===== src/shared/cpu_ctrl_pkg.sv =====
// package for the cpu control-register block: register offsets, field
// positions, reset values, memory map limits, commands and state types.
// assumes a 16-bit flat byte address map and an 8-bit memory data path.

package cpu_ctrl_pkg;

  // ----------------------------------------------------------------
  // avalon register offsets (byte addresses)
  // ----------------------------------------------------------------
  localparam logic [7:0] REG_CMD     = 8'h00;
  localparam logic [7:0] REG_PC      = 8'h04;
  localparam logic [7:0] REG_PSW     = 8'h08;
  localparam logic [7:0] REG_SP      = 8'h0C;
  localparam logic [7:0] REG_MEMSIZE = 8'h10;
  localparam logic [7:0] REG_STATUS  = 8'h14;
  localparam logic [7:0] REG_RESULT  = 8'h18;
  localparam logic [7:0] REG_PEND    = 8'h1C;
  localparam logic [7:0] REG_MASK    = 8'h20;
  localparam logic [7:0] REG_LOWPRI  = 8'h24;
  localparam logic [7:0] REG_DECODE  = 8'h28;

  // ----------------------------------------------------------------
  // field positions
  // ----------------------------------------------------------------
  localparam int PSW_IE   = 7;
  localparam int PSW_Z    = 6;
  localparam int PSW_BANK_SELECT_HIGH = 5;
  localparam int PSW_AC   = 4;
  localparam int PSW_BANK_SELECT_LOW = 3;
  localparam int PSW_ISP  = 1;
  localparam int PSW_CY   = 0;
  localparam int CMD_OP_LSB  = 0;
  localparam int CMD_SUB_LSB = 4;
  localparam int CMD_ARG_LSB = 8;
  localparam int ST_BUSY      = 0;
  localparam int ST_REFUSED   = 1;
  localparam int ST_BANK_EXEC = 2;

  // ----------------------------------------------------------------
  // reset values and memory map
  // ----------------------------------------------------------------
  localparam logic [7:0]  PSW_RESET     = 8'h02;
  localparam logic [7:0]  MEMSIZE_RESET = 8'hCF;
  localparam logic [15:0] IRQ_RESET     = 16'hFFFF;
  localparam logic [15:0] VEC_RESET     = 16'h0000;
  localparam logic [15:0] VEC_TABLE_END = 16'h003F;
  localparam logic [15:0] VEC_IRQ_BASE  = 16'h0004;
  localparam logic [15:0] VEC_BREAK     = 16'h003E;
  localparam logic [15:0] TABLE_CALL_BASE    = 16'h0040;
  localparam logic [15:0] TABLE_CALL_END     = 16'h007F;
  localparam logic [15:0] FIXED_AREA_CALL_BASE    = 16'h0800;
  localparam logic [15:0] FIXED_AREA_CALL_END     = 16'h0FFF;
  localparam logic [15:0] BANK_BASE     = 16'hFEE0;
  localparam logic [15:0] BANK_END      = 16'hFEFF;
  localparam logic [15:0] PERIPH_BASE   = 16'hFF00;

  typedef enum logic [3:0] {
    OP_NOP = 4'h0, OP_ADVANCE = 4'h1, OP_BRANCH = 4'h2, OP_TABLE_CALL = 4'h3,
    OP_FIXED_CALL = 4'h4, OP_BREAK_TRAP = 4'h5, OP_INT_ACCEPT = 4'h6,
    OP_RETURN = 4'h7, OP_PUSH_PSW = 4'h8, OP_POP_PSW = 4'h9, OP_MASK_ALL = 4'hA,
    OP_UNMASK_ALL = 4'hB, OP_BANK_SWITCH = 4'hC, OP_ALU = 4'hD
  } op_t;

  typedef enum logic [2:0] {
    ALU_ADD = 3'h0, ALU_SUB = 3'h1, ALU_ROL = 3'h2, ALU_ROR = 3'h3,
    ALU_BIT_AND = 3'h4, ALU_BIT_OR = 3'h5
  } alu_mode_t;

  typedef enum logic [2:0] {
    S_IDLE = 3'h0, S_VEC_LO = 3'h1, S_VEC_HI = 3'h2, S_PUSH = 3'h3, S_POP = 3'h4
  } state_t;

  typedef enum logic [2:0] {
    RG_VECTOR = 3'h0, RG_CALL_TABLE = 3'h1, RG_FIXED_CALL = 3'h2, RG_PROGRAM = 3'h3,
    RG_DATA = 3'h4, RG_BANKS = 3'h5, RG_PERIPH = 3'h6
  } region_t;

  typedef struct packed {
    state_t      st;
    logic [15:0] pc;
    logic [7:0]  processor_status_word;
    logic [15:0] sp;
    logic [7:0]  memsize;
    logic [7:0]  result;
    logic [15:0] pend;
    logic [15:0] mask;
    logic [15:0] lowpri;
    logic [15:0] decode_addr;
    logic        refused;
    logic        bank_exec;
    logic        wait_r;
    logic [31:0] rdata;
    logic [15:0] maddr;
    logic        mrd;
    logic        mwr;
    logic [7:0]  mwd;
    region_t     mregion;
    logic [23:0] stk_buf;
    logic [1:0]  stk_n;
    logic        full_pop;
    logic        fetch;
    logic [15:0] vec;
    logic [7:0]  vec_lo;
    logic [15:0] pc_new;
  } ctrl_state_t;

  // after reset the block is already fetching the reset vector low byte
  localparam ctrl_state_t STATE_RESET = '{
    st: S_VEC_LO, pc: 16'h0000, processor_status_word: PSW_RESET, sp: 16'h0000,
    memsize: MEMSIZE_RESET, result: 8'h00, pend: 16'h0000, mask: IRQ_RESET,
    lowpri: IRQ_RESET, decode_addr: 16'h0000, refused: 1'b0, bank_exec: 1'b0,
    wait_r: 1'b1, rdata: 32'h0000_0000, maddr: VEC_RESET, mrd: 1'b1, mwr: 1'b0,
    mwd: 8'h00, mregion: RG_VECTOR, stk_buf: 24'h000000, stk_n: 2'h0,
    full_pop: 1'b0, fetch: 1'b0, vec: 16'h0000, vec_lo: 8'h00, pc_new: 16'h0000};

  function automatic region_t region_of(input logic [15:0] a);
    if (a <= VEC_TABLE_END) region_of = RG_VECTOR;
    else if (a <= TABLE_CALL_END) region_of = RG_CALL_TABLE;
    else if (a >= FIXED_AREA_CALL_BASE && a <= FIXED_AREA_CALL_END) region_of = RG_FIXED_CALL;
    else if (a >= PERIPH_BASE) region_of = RG_PERIPH;
    else if (a >= BANK_BASE && a <= BANK_END) region_of = RG_BANKS;
    else if (a[15]) region_of = RG_DATA;
    else region_of = RG_PROGRAM;
  endfunction

endpackage


===== src/verilog/cpu_ctrl_regs.sv =====
// cpu control registers: program counter, status word and stack pointer,
// with address-map decode and byte-wide vector, stack and return sequencing.
// assumes an avalon-mm master on core_clk and a same-clock byte memory port.
//
// Contract
// decode the whole 64 KB address space into its regions
// memory size register resets to CFH, software then writes its own value
// 0000H-003FH is the 64-byte start-address table
// table entry: low byte at even address, high byte at next odd address
// reset, interrupt or break trap branch via table entry; break uses 003EH
// table call fetches its entry from 0040H-007FH
// fixed-area call only targets 0800H-0FFFH
// FEE0H-FEFFH holds four banks of eight 8-bit registers
// software never executes from the bank area
// peripherals live at FF00H-FFFFH; software avoids unassigned addresses
// program counter advances by instruction length or loads branch target
// reset loads program counter from 0000H and 0001H
// status word pushed on interrupt and push, restored by returns and pop
// reset sets status word to 02H
// master enable gates maskable requests; cleared by mask-all or accept
// zero flag set for zero result, cleared otherwise
// 2-bit bank select field written by bank switch
// half-carry set on carry out of or borrow at bit 3
// low-priority requests refused while service priority flag is 0
// carry holds add/sub overflow, rotate shift-out, bit accumulator
// stack pointer pre-decrements on write, post-increments on read
// stack pointer undefined after reset; software sets it first

`timescale 1ns/1ps
`default_nettype none

module cpu_ctrl_regs (
  input  wire logic                      core_clk,
  input  wire logic                      rst,
  input  wire logic [7:0]                avs_address,
  input  wire logic                      avs_read,
  input  wire logic                      avs_write,
  input  wire logic [31:0]               avs_writedata,
  output logic      [31:0]               avs_readdata,
  output logic                           avs_waitrequest,
  output logic      [15:0]               mem_addr,
  output logic                           mem_read,
  output logic                           mem_write,
  output logic      [7:0]                mem_wdata,
  input  wire logic [7:0]                mem_rdata,
  input  wire logic                      mem_ready,
  output cpu_ctrl_pkg::region_t          mem_region,
  output logic      [1:0]                bank_sel
);

  // ----------------------------------------------------------------
  // state
  // ----------------------------------------------------------------
  cpu_ctrl_pkg::ctrl_state_t s_q;
  cpu_ctrl_pkg::ctrl_state_t s_d;

  logic        req;
  logic        commit_wr;
  logic        exec;
  logic        accept_go;
  logic        alu_go;
  logic [15:0] cand;
  logic [3:0]  src;
  logic [15:0] arg;
  logic [3:0]  op;
  logic [2:0]  sub;
  logic [8:0]  sum;
  logic [7:0]  alu_res;

  function automatic logic [3:0] lowest_set(input logic [15:0] v);
    lowest_set = 4'h0;
    for (int i = 15; i >= 0; i--) begin
      if (v[i]) lowest_set = 4'(i);
    end
  endfunction

  assign req       = avs_read | avs_write;
  assign commit_wr = avs_write && !s_q.wait_r;
  assign exec      = commit_wr && avs_address == cpu_ctrl_pkg::REG_CMD;
  assign op        = avs_writedata[cpu_ctrl_pkg::CMD_OP_LSB +: 4];
  assign sub       = avs_writedata[cpu_ctrl_pkg::CMD_SUB_LSB +: 3];
  assign arg       = avs_writedata[cpu_ctrl_pkg::CMD_ARG_LSB +: 16];
  // only masked-in sources; low-priority ones need the service flag set
  assign cand      = s_q.pend & ~s_q.mask
                     & (s_q.processor_status_word[cpu_ctrl_pkg::PSW_ISP] ? 16'hFFFF : ~s_q.lowpri);
  assign src       = lowest_set(cand);
  assign accept_go = exec && op == cpu_ctrl_pkg::OP_INT_ACCEPT
                     && s_q.processor_status_word[cpu_ctrl_pkg::PSW_IE] && cand != 16'h0000;
  assign alu_go    = exec && op == cpu_ctrl_pkg::OP_ALU;

  assign avs_readdata    = s_q.rdata;
  assign avs_waitrequest = s_q.wait_r;
  assign mem_addr        = s_q.maddr;
  assign mem_read        = s_q.mrd;
  assign mem_write       = s_q.mwr;
  assign mem_wdata       = s_q.mwd;
  assign mem_region      = s_q.mregion;
  assign bank_sel        = {s_q.processor_status_word[cpu_ctrl_pkg::PSW_BANK_SELECT_HIGH], s_q.processor_status_word[cpu_ctrl_pkg::PSW_BANK_SELECT_LOW]};

  // ----------------------------------------------------------------
  // next state
  // ----------------------------------------------------------------
  always_comb begin
    s_d     = s_q;
    sum     = 9'h000;
    alu_res = 8'h00;

    // avalon slave: one wait cycle, then commit; writes stall while busy
    if (req && s_q.wait_r) begin
      if (!(avs_write && s_q.st != cpu_ctrl_pkg::S_IDLE)) begin
        s_d.wait_r = 1'b0;
      end
      case (avs_address)
        cpu_ctrl_pkg::REG_PC:      s_d.rdata = {16'h0000, s_q.pc};
        cpu_ctrl_pkg::REG_PSW:     s_d.rdata = {24'h000000, s_q.processor_status_word};
        cpu_ctrl_pkg::REG_SP:      s_d.rdata = {16'h0000, s_q.sp};
        cpu_ctrl_pkg::REG_MEMSIZE: s_d.rdata = {24'h000000, s_q.memsize};
        cpu_ctrl_pkg::REG_STATUS:  s_d.rdata = {29'h00000000, s_q.bank_exec, s_q.refused,
                                               s_q.st != cpu_ctrl_pkg::S_IDLE};
        cpu_ctrl_pkg::REG_RESULT:  s_d.rdata = {24'h000000, s_q.result};
        cpu_ctrl_pkg::REG_PEND:    s_d.rdata = {16'h0000, s_q.pend};
        cpu_ctrl_pkg::REG_MASK:    s_d.rdata = {16'h0000, s_q.mask};
        cpu_ctrl_pkg::REG_LOWPRI:  s_d.rdata = {16'h0000, s_q.lowpri};
        cpu_ctrl_pkg::REG_DECODE:  s_d.rdata = {13'h0000, cpu_ctrl_pkg::region_of(s_q.decode_addr),
                                               s_q.decode_addr};
        default:                   s_d.rdata = 32'h0000_0000;
      endcase
    end else if (req) begin
      s_d.wait_r = 1'b1;
    end

    if (commit_wr) begin
      case (avs_address)
        cpu_ctrl_pkg::REG_PC: begin
          s_d.pc = avs_writedata[15:0];
          if (cpu_ctrl_pkg::region_of(avs_writedata[15:0]) == cpu_ctrl_pkg::RG_BANKS) begin
            s_d.bank_exec = 1'b1;
          end
        end
        cpu_ctrl_pkg::REG_PSW:     s_d.processor_status_word = avs_writedata[7:0];
        cpu_ctrl_pkg::REG_SP:      s_d.sp = avs_writedata[15:0];
        cpu_ctrl_pkg::REG_MEMSIZE: s_d.memsize = avs_writedata[7:0];
        cpu_ctrl_pkg::REG_STATUS: begin
          if (avs_writedata[cpu_ctrl_pkg::ST_REFUSED]) s_d.refused = 1'b0;
          if (avs_writedata[cpu_ctrl_pkg::ST_BANK_EXEC]) s_d.bank_exec = 1'b0;
        end
        cpu_ctrl_pkg::REG_PEND:    s_d.pend = s_q.pend | avs_writedata[15:0];
        cpu_ctrl_pkg::REG_MASK:    s_d.mask = avs_writedata[15:0];
        cpu_ctrl_pkg::REG_LOWPRI:  s_d.lowpri = avs_writedata[15:0];
        cpu_ctrl_pkg::REG_DECODE:  s_d.decode_addr = avs_writedata[15:0];
        default: ;
      endcase
    end

    // command execution; only reached in idle since busy stalls writes
    if (exec) begin
      case (op)
        cpu_ctrl_pkg::OP_ADVANCE: s_d.pc = s_q.pc + {13'h0000, arg[2:0]};
        cpu_ctrl_pkg::OP_BRANCH: begin
          s_d.pc = arg;
          if (cpu_ctrl_pkg::region_of(arg) == cpu_ctrl_pkg::RG_BANKS) s_d.bank_exec = 1'b1;
        end
        cpu_ctrl_pkg::OP_TABLE_CALL: begin
          s_d.vec     = cpu_ctrl_pkg::TABLE_CALL_BASE | {10'h000, arg[4:0], 1'b0};
          s_d.fetch   = 1'b1;
          s_d.stk_buf = {s_q.pc, 8'h00};
          s_d.stk_n   = 2'h2;
        end
        cpu_ctrl_pkg::OP_FIXED_CALL: begin
          s_d.pc_new  = cpu_ctrl_pkg::FIXED_AREA_CALL_BASE | {5'h00, arg[10:0]};
          s_d.fetch   = 1'b0;
          s_d.stk_buf = {s_q.pc, 8'h00};
          s_d.stk_n   = 2'h2;
        end
        cpu_ctrl_pkg::OP_BREAK_TRAP: begin
          s_d.vec     = cpu_ctrl_pkg::VEC_BREAK;
          s_d.fetch   = 1'b1;
          s_d.stk_buf = {s_q.processor_status_word, s_q.pc};
          s_d.stk_n   = 2'h3;
          s_d.processor_status_word[cpu_ctrl_pkg::PSW_IE] = 1'b0;
        end
        cpu_ctrl_pkg::OP_INT_ACCEPT: begin
          if (accept_go) begin
            s_d.vec     = cpu_ctrl_pkg::VEC_IRQ_BASE + {11'h000, src, 1'b0};
            s_d.fetch   = 1'b1;
            s_d.stk_buf = {s_q.processor_status_word, s_q.pc};
            s_d.stk_n   = 2'h3;
            s_d.pend[src] = 1'b0;
            s_d.processor_status_word[cpu_ctrl_pkg::PSW_IE]  = 1'b0;
            s_d.processor_status_word[cpu_ctrl_pkg::PSW_ISP] = s_q.lowpri[src];
          end else begin
            s_d.refused = 1'b1;
          end
        end
        cpu_ctrl_pkg::OP_RETURN: begin
          s_d.stk_n    = 2'h3;
          s_d.full_pop = 1'b1;
        end
        cpu_ctrl_pkg::OP_PUSH_PSW: begin
          s_d.pc_new  = s_q.pc;
          s_d.fetch   = 1'b0;
          s_d.stk_buf = {s_q.processor_status_word, 16'h0000};
          s_d.stk_n   = 2'h1;
        end
        cpu_ctrl_pkg::OP_POP_PSW: begin
          s_d.stk_n    = 2'h1;
          s_d.full_pop = 1'b0;
        end
        cpu_ctrl_pkg::OP_MASK_ALL:   s_d.processor_status_word[cpu_ctrl_pkg::PSW_IE] = 1'b0;
        cpu_ctrl_pkg::OP_UNMASK_ALL: s_d.processor_status_word[cpu_ctrl_pkg::PSW_IE] = 1'b1;
        cpu_ctrl_pkg::OP_BANK_SWITCH: begin
          s_d.processor_status_word[cpu_ctrl_pkg::PSW_BANK_SELECT_HIGH] = arg[1];
          s_d.processor_status_word[cpu_ctrl_pkg::PSW_BANK_SELECT_LOW] = arg[0];
        end
        cpu_ctrl_pkg::OP_ALU: begin
          case (sub)
            cpu_ctrl_pkg::ALU_ADD: sum = {1'b0, arg[15:8]} + {1'b0, arg[7:0]};
            cpu_ctrl_pkg::ALU_SUB: sum = {1'b0, arg[15:8]} - {1'b0, arg[7:0]};
            default:               sum = 9'h000;
          endcase
          case (sub)
            cpu_ctrl_pkg::ALU_ADD, cpu_ctrl_pkg::ALU_SUB: begin
              alu_res = sum[7:0];
              s_d.processor_status_word[cpu_ctrl_pkg::PSW_CY] = sum[8];
              // bit 4 of a^b^r is the carry into, or borrow from, bit 4
              s_d.processor_status_word[cpu_ctrl_pkg::PSW_AC] = arg[12] ^ arg[4] ^ sum[4];
              s_d.processor_status_word[cpu_ctrl_pkg::PSW_Z]  = sum[7:0] == 8'h00;
            end
            cpu_ctrl_pkg::ALU_ROL: begin
              alu_res = {arg[14:8], arg[15]};
              s_d.processor_status_word[cpu_ctrl_pkg::PSW_CY] = arg[15];
            end
            cpu_ctrl_pkg::ALU_ROR: begin
              alu_res = {arg[8], arg[15:9]};
              s_d.processor_status_word[cpu_ctrl_pkg::PSW_CY] = arg[8];
            end
            cpu_ctrl_pkg::ALU_BIT_AND: begin
              alu_res = s_q.result;
              s_d.processor_status_word[cpu_ctrl_pkg::PSW_CY] = s_q.processor_status_word[cpu_ctrl_pkg::PSW_CY] & arg[0];
            end
            cpu_ctrl_pkg::ALU_BIT_OR: begin
              alu_res = s_q.result;
              s_d.processor_status_word[cpu_ctrl_pkg::PSW_CY] = s_q.processor_status_word[cpu_ctrl_pkg::PSW_CY] | arg[0];
            end
            default: alu_res = s_q.result;
          endcase
          s_d.result = alu_res;
        end
        default: ;
      endcase
      // kick off the stack sequence chosen above
      if (s_d.stk_n != 2'h0 && op != cpu_ctrl_pkg::OP_RETURN && op != cpu_ctrl_pkg::OP_POP_PSW) begin
        s_d.st    = cpu_ctrl_pkg::S_PUSH;
        s_d.sp    = s_q.sp - 16'h0001;
        s_d.maddr = s_q.sp - 16'h0001;
        s_d.mwr   = 1'b1;
        s_d.mwd   = s_d.stk_buf[23:16];
      end else if (s_d.stk_n != 2'h0) begin
        s_d.st      = cpu_ctrl_pkg::S_POP;
        s_d.maddr   = s_q.sp;
        s_d.mrd     = 1'b1;
        s_d.stk_buf = 24'h000000;
      end
    end

    // byte sequencer on the memory port
    case (s_q.st)
      cpu_ctrl_pkg::S_IDLE: ;
      cpu_ctrl_pkg::S_VEC_LO: begin
        if (mem_ready) begin
          s_d.vec_lo = mem_rdata;
          s_d.maddr  = s_q.maddr + 16'h0001;
          s_d.st     = cpu_ctrl_pkg::S_VEC_HI;
        end
      end
      cpu_ctrl_pkg::S_VEC_HI: begin
        if (mem_ready) begin
          s_d.pc  = {mem_rdata, s_q.vec_lo}; // see
          s_d.mrd = 1'b0;
          s_d.st  = cpu_ctrl_pkg::S_IDLE;
        end
      end
      cpu_ctrl_pkg::S_PUSH: begin
        if (mem_ready) begin
          s_d.stk_buf = {s_q.stk_buf[15:0], 8'h00};
          s_d.stk_n   = s_q.stk_n - 2'h1;
          if (s_q.stk_n > 2'h1) begin
            s_d.sp    = s_q.sp - 16'h0001;
            s_d.maddr = s_q.sp - 16'h0001;
            s_d.mwd   = s_q.stk_buf[15:8];
          end else begin
            s_d.mwr = 1'b0;
            if (s_q.fetch) begin
              s_d.maddr = s_q.vec;
              s_d.mrd   = 1'b1;
              s_d.st    = cpu_ctrl_pkg::S_VEC_LO;
            end else begin
              s_d.pc = s_q.pc_new;
              s_d.st = cpu_ctrl_pkg::S_IDLE;
            end
          end
        end
      end
      cpu_ctrl_pkg::S_POP: begin
        if (mem_ready) begin
          s_d.stk_buf = {mem_rdata, s_q.stk_buf[23:8]};
          s_d.stk_n   = s_q.stk_n - 2'h1;
          s_d.sp      = s_q.sp + 16'h0001;
          s_d.maddr   = s_q.sp + 16'h0001;
          if (s_q.stk_n == 2'h1) begin
            s_d.mrd = 1'b0;
            s_d.processor_status_word = mem_rdata;
            if (s_q.full_pop) s_d.pc = s_q.stk_buf[23:8];
            s_d.st = cpu_ctrl_pkg::S_IDLE;
          end
        end
      end
      default: s_d.st = cpu_ctrl_pkg::S_IDLE;
    endcase

    s_d.mregion = cpu_ctrl_pkg::region_of(s_d.maddr); // see see see
  end

  always_ff @(posedge core_clk) begin
    if (rst) begin
      s_q <= cpu_ctrl_pkg::STATE_RESET; // see see
    end else begin
      s_q <= s_d;
    end
  end
endmodule

`default_nettype wire


===== config.mk =====
export PLATFORM = sky130hd
export DESIGN_NAME = cpu_ctrl_regs
export DESIGN_NICKNAME = d
export VERILOG_FILES = /design/src/shared/cpu_ctrl_pkg.sv /design/src/verilog/cpu_ctrl_regs.sv
export SDC_FILE = /design/constraint.sdc
export NUM_CORES = 1
export LEC_CHECK = 0
export BUFFER_PORTS_ARGS = -buffer_cell sky130_fd_sc_hd__buf_2
export CORE_UTILIZATION = 45
export DETAILED_ROUTE_END_ITERATION = 16
export RECOVER_POWER = 100
export SLEW_MARGIN = 30
export SYNTH_ARGS = -nofsm -noshare
export SYNTH_HDL_FRONTEND = slang
export SYNTH_SLANG_ARGS = --single-unit

===== constraint.sdc =====
create_clock -name core_clk -period 7.1 [get_ports core_clk]
set_input_delay 0.71 -clock core_clk [delete_from_list [all_inputs] [get_ports core_clk]]
set_output_delay 0.71 -clock core_clk [all_outputs]
set_load 0.05 [all_outputs]

==> reports/metrics.csv, run 1 <==
metric,value,unit
worst r2r src,avs_waitrequest$_SDFFE_PP1P_,
CTS tree,built,
Place WS,2.74,ns
Post-CTS Resized,0,
"Slew Viols, Final",62,
largest net degree at the start of global routing,96,
most frequent CP cell,clkbuf_1,
Post-Syn Instances,2161,
Post-synth EDFFs,0,
Die ar.,36500,um^2
Core ar.,34900,um^2
detailed placement HPWL,43800,um
IO buf count,95,
Setup Skew,0.0219,ns
worst endpoint required time,7.59,ns
critical path endpoint,mem_wdata[3]$_SDFF_PP0_,
"Max stage delay cell, worst path",a21oi_1,
Final Hold Viols,0,
initial drt markers,1949,
number of max-cap violations,2,
Peak Freq,186,MHz
Clock Sink Count,232,
CP arrival,5.88,ns
Post-CTS Setup Bufs,0,
leading area contributor after synthesis,dfxtp_1,
clk root buf,clkbuf_16,
# setup viols final,0,
fin nets,2168,
prevailing post-synth register cell,dfxtp_1,
routed len/inst,24.5,um
gr ovfl total,0,
crit end category,register,
Yosys reg bits,232,
Top delay family on crit path,buffers and inverters,
Site Rows,68,
cts hold-fix bufs,0,
Final TNS setup,0,ns
synth unique cells,97,
cts bufs inserted,27,
IO Pins,117,
largest cells by area after synthesis,"dfxtp_1, nand2_1, nor2_1, a21oi_1, mux2i_1",
Clock Latency Late Sink,0.57,ns
DRC viols,0,
Worst Setup SP,avs_address[5],
clk slew on worst S/H paths,0.06,ns
CP bufs+invs,3,
crit start category,primary input,
critical path depth,11,
syn avg cell area,7.44,um^2
status,"finished, violations left",
total number of vias,16900,
Worst Setup Path Type,in -> reg,
Area Overhead vs Synth,6.35,%
share of cells above drive strength 1,7.71,%
Least-Margin Pin Slew,2.03,ns
RR Endpoint,mem_wdata[3]$_SDFF_PP0_,
DRT Pass-1 Iters,6,
DR vias/cell,6.57,
VDD IR max,0.000145,V
RSZ-0062 raised after global routing,false,
Tmin final,5.39,ns
post-route ant nets,0,
Worst R2R Setup Slack,2.48,ns
most frequent cells after synthesis,"nand2_1, nor2_1, dfxtp_1, a21oi_1, clkbuf_1",
yosys warns,0,
Pwr Density,196,nW/um^2
most common cell in the synthesized netlist,nand2_1,
failing checks,"capacitance limit, slew limit",
ys async rst share,0,%
Leakage Power,6.04,nW
Setup WS post-layout,1.71,ns
GRT Overall Usage,33.8,%
H-tree depth,1,
mapped cell area,16100,um^2
sequential share of the synthesized area,28.9,%
DRT Wirelength,62900,um
R2R cell count,10,
"Largest stage delay, worst path",1.03,ns
top cell type's share of synthesized area,28.9,%
Worst Hold Class,reg -> reg,
first-pass GRT wire length,94400,um
max_slew headroom,-35.1,%
Clock Path Buffers,3,
GP Congestion,1.00,
Max Fanout on Critical Path,29,
initial antenna violation count,0,
final cycle utilization of the critical path,75.9,%
CP Cell Sequence,clkbuf_1 > nor3b_1 > and3_1 > clkbuf_1 > o21ai_2 > a21oi_1 > clkbuf_1 > nor2_1 > a211oi_1 > a21oi_1 > nor2_1,
die height,191,um
die width,191,um
vias in the first global route,15600,
Starting Density,46.1,%
==> through the flow <==
stage	total power [W]	area [um^2]	hold slack [ns]	instances	utilization (%)
3_3_place_gp	0.00191	16300	0.441	2519	46.7
5_1_grt	0.00346	17100	0.472	2568	49.0
6_report	0.00336	17100	0.455	2569	49.0
4_1_cts	0.00336	17200	0.455	2568	49.4
2_1_floorplan	0.00178	16100	0.432	2173	-
3_5_place_dp	0.00192	16300	0.448	2520	46.8
==> cell families (layout without fill, tap and decap cells) <==
family          after synthesis  count (layout)  share of synthesized area [%]
other cells                   1              14                         0.0233
compound gates              619             619                           26.8
buf+inv                     267             207                           8.04
mux                          63              63                           3.97
simple gates                882             882                           26.4
flops                       232             232                           28.9
fa+ha+maj                    22              22                           1.79
xor+xnor                     75              75                           4.13
==> worst reg2reg max path, delay by kind of cell (launching register included) <==
kind / cells / cell delay [ns]
flip-flops: 1 / 0.39
buffers and inverters: 2 / 1.58
AO/OA/AOI/OAI: 4 / 1.91
AND/OR/NAND/NOR: 4 / 0.68
==> how the worst min path moves through the flow <==
| stage | depth (start not counted) | slack, ns | end | from |
|---|---|---|---|---|
| 2_1_floorplan | 2 | 0.43 | avs_readdata[16]$_SDFFE_PP0P_ | avs_readdata[16]$_SDFFE_PP0P_ |
| 3_3_place_gp | 2 | 0.44 | avs_readdata[16]$_SDFFE_PP0P_ | avs_readdata[16]$_SDFFE_PP0P_ |
| 3_5_place_dp | 2 | 0.45 | s_q[132]$_SDFFE_PP0P_ | s_q[132]$_SDFFE_PP0P_ |
| 4_1_cts | 3 | 0.46 | s_q[21]$_SDFFE_PP0P_ | mem_rdata[5] |
| 5_1_grt | 2 | 0.47 | s_q[134]$_SDFFE_PP0P_ | s_q[134]$_SDFFE_PP0P_ |
| 6_report | 2 | 0.46 | s_q[132]$_SDFFE_PP0P_ | s_q[132]$_SDFFE_PP0P_ |
==> final cells by class <==
| type | count | area, um^2 |
|---|---|---|
| antenna | 1 | 2.50 |
| timing repair buffer | 131 | 659 |
| tap | 455 | 569 |
| inverter | 28 | 105 |
| clock inverter | 14 | 158 |
| clock buffer | 34 | 752 |
| fill | 3571 | 17800 |
| sequential | 232 | 4640 |
| multi-input combinational | 1674 | 10200 |
==> placed cells by master (no fill, tap or decap), types with 44 or more instances in the layout <==
master / Yosys / routed
nand2_1: 270 / 271
dfxtp_1: 232 / 232
o21ai_0: 83 / 86
a21oi_1: 165 / 166
mux2i_1: 57 / 57
nand3_1: 60 / 60
nor2_1: 265 / 264
clkbuf_1: 143 / 64
nor3_1: 65 / 62
a211oi_1: 44 / 44
a22oi_1: 63 / 63
xnor2_1: 45 / 45
==> registers in the layout (all words and copies together), names as in the netlist <==
signal,count
avs_waitrequest,1
avs_readdata,19
mem_region,3
mem_addr,16
mem_write,1
s_q,181
mem_wdata,8
mem_read,1
bank_sel,2
==> power by group <==
part	switching, W	internal [W]
registers	0.0000348	0.00132
clock network	0.000602	0.000856
logic	0.000386	0.000153
==> layer usage <==
layer | vias up | global-route usage [%] | wire length [um]
li1 | 7681 | - | -
met1 | 8121 | 45.2 | 26100
met2 | 899 | 52.5 | 27900
met3 | 176 | 5.65 | 5990
met4 | 0 | 16.2 | 2890
met5 | - | 0 | 0
Note: power is estimated with default switching activity, not from simulation.
==> run 2, diff against run 1 <==
==> constraint.sdc (replaced) <==
create_clock -name core_clk -period 4.4 [get_ports core_clk]
set_input_delay 0.44 -clock core_clk [delete_from_list [all_inputs] [get_ports core_clk]]
set_output_delay 0.44 -clock core_clk [all_outputs]
set_load 0.05 [all_outputs]
==> reports/metrics.csv, run 2 (synthesis gave the netlist of run 1 again) <==
metric,value,unit
status,"finished, final reports clean",
H-tree depth,1,
area of the multi-input gates,10200,um^2
max FFs per register,181,
GRT Overall Usage,34.9,%
vias in the first global route,15800,
DR vias/cell,6.54,
"Slew Viols, Final",0,
Max Fanout on Critical Path,19,
clk slew on worst S/H paths,0.07,ns
"Max stage delay cell, worst path",a21oi_1,
Area Overhead vs Synth,8.46,%
number of max-cap violations,0,
max_slew headroom,12.5,%
crit end category,register,
cts bufs inserted,28,
clk root buf,clkbuf_16,
ant diodes,0,
Post-CTS Setup Bufs,0,
RSZ-0062 raised after global routing,false,
Clock Path Buffers,3,
Leakage Power,6.23,nW
Tmin final,3.82,ns
routed len/inst,24.8,um
die height,191,um
Core ar.,34900,um^2
Pwr Total,0.00553,W
Clock Latency Late Sink,0.57,ns
detailed placement HPWL,45800,um
initial drt markers,1985,
GP Congestion,0.972,
CP Cell Sequence,nor2b_1 > o32ai_4 > nor4_1 > a21oi_1 > clkbuf_1 > a21oi_1 > nor2_1 > a211oi_1 > a21oi_1 > nor2_1 > a211oi_1,
IO Pins,117,
most frequent cells in the layout,"nand2_1, nor2_1, dfxtp_1",
DRT Pass-1 Iters,8,
CP arrival,4.24,ns
worst endpoint required time,4.83,ns
Die ar.,36500,um^2
sequential cell area,4640,um^2
fin nets,2200,
Worst R2R Setup Slack,0.58,ns
initial antenna violation count,0,
DRC viols,0,
largest net degree at the start of global routing,149,
largest register by flop count,s_q,
"commonest non-fill, non-tap cell in the layout",nand2_1,
IO buf count,95,
Starting Density,46.1,%
Final Hold Viols,0,
DRT Wirelength,64400,um
Peak Freq,262,MHz
Worst Setup Path Type,reg -> reg,
final cycle utilization of the critical path,86.7,%
"Largest stage delay, worst path",0.73,ns
VDD IR max,0.000372,V
fill count,3570,
crit start category,register,
Post-CTS Resized,0,
Least-Margin Pin Slew,1.31,ns
Setup Skew,0.0123,ns
Pwr Density,317,nW/um^2
Worst Hold Class,in -> reg,
post-route ant nets,0,
most frequent CP cell,a21oi_1,
cts hold-fix bufs,0,
# setup viols final,0,
Site Rows,68,
Clock Sink Count,232,
first-pass GRT wire length,97100,um
die width,191,um
gr ovfl total,0,
CTS tree,built,
share of cells above drive strength 1,9.04,%
Final TNS setup,0,ns
total number of vias,17000,
-- run 2: cell count changes in the layout (fill, tap and decap cells not counted), moves of 2 or more --
cell	before	now
clkinv_4	1	3
buf_12	0	2
clkinv_2	7	4
buf_4	26	52
clkbuf_16	27	29
clkbuf_1	64	66
clkbuf_8	5	9
o21ai_0	86	84
-- run 2: worst paths after layout --
check / startpoint / to / cells past startpoint
max reg2reg: s_q[229]$_SDFF_PP1_ / s_q[221]$_SDFF_PP0_ / 11
min reg2reg: avs_readdata[16]$_SDFFE_PP0P_ / avs_readdata[16]$_SDFFE_PP0P_ / 2
min: rst / avs_readdata[7]$_SDFFE_PP0P_ / 2
max: s_q[229]$_SDFF_PP1_ / s_q[221]$_SDFF_PP0_ / 11
-- run 2: metrics by stage --
step | hold slack (ns) | cell area [um^2] | std cells | util [%] | setup WS [ns]
after floorplan | 0.432 | 16100 | 2173 | - | 1.05
after global placement | 0.442 | 16600 | 2549 | 47.4 | 0.654
after detailed placement | 0.449 | 16600 | 2550 | 47.5 | 0.691
after CTS | 0.197 | 17600 | 2601 | 50.3 | 0.882
after global routing | 0.211 | 17400 | 2602 | 50.0 | 0.323
final | 0.217 | 17400 | 2602 | 50.0 | 0.585
-- run 2: cell type report --
| class | instances | area share (%) |
|---|---|---|
| clock inverter | 11 | 0.696 |
| inverter | 28 | 0.602 |
| multi-input combinational | 1674 | 58.6 |
| sequential | 232 | 26.6 |
| clock buffer | 40 | 4.91 |
| timing repair buffer | 162 | 5.35 |
| tap | 455 | 3.26 |
-- run 2: power breakdown --
part	internal (W)	switching, W
Combinational	0.000262	0.000639
Sequential	0.00214	0.0000502
Clock	0.00147	0.000979
Total	0.00387	0.00167
-- run 2: metal layers --
metal,track usage [%],routed length (um),vias up
met5,0,0,-
met4,16.2,2970,0
met3,4.61,5620,187
met2,54.1,28700,929
met1,47.7,27200,8136
li1,-,-,7753
-- run 2: worst max-delay path: cells and delay by family, from the launching register on --
kind / cells / cell delay (ns)
AND/OR/NAND/NOR: 4 / 1.17
flip-flops: 1 / 0.54
buffers and inverters: 1 / 0.21
AO/OA/AOI/OAI: 6 / 1.74
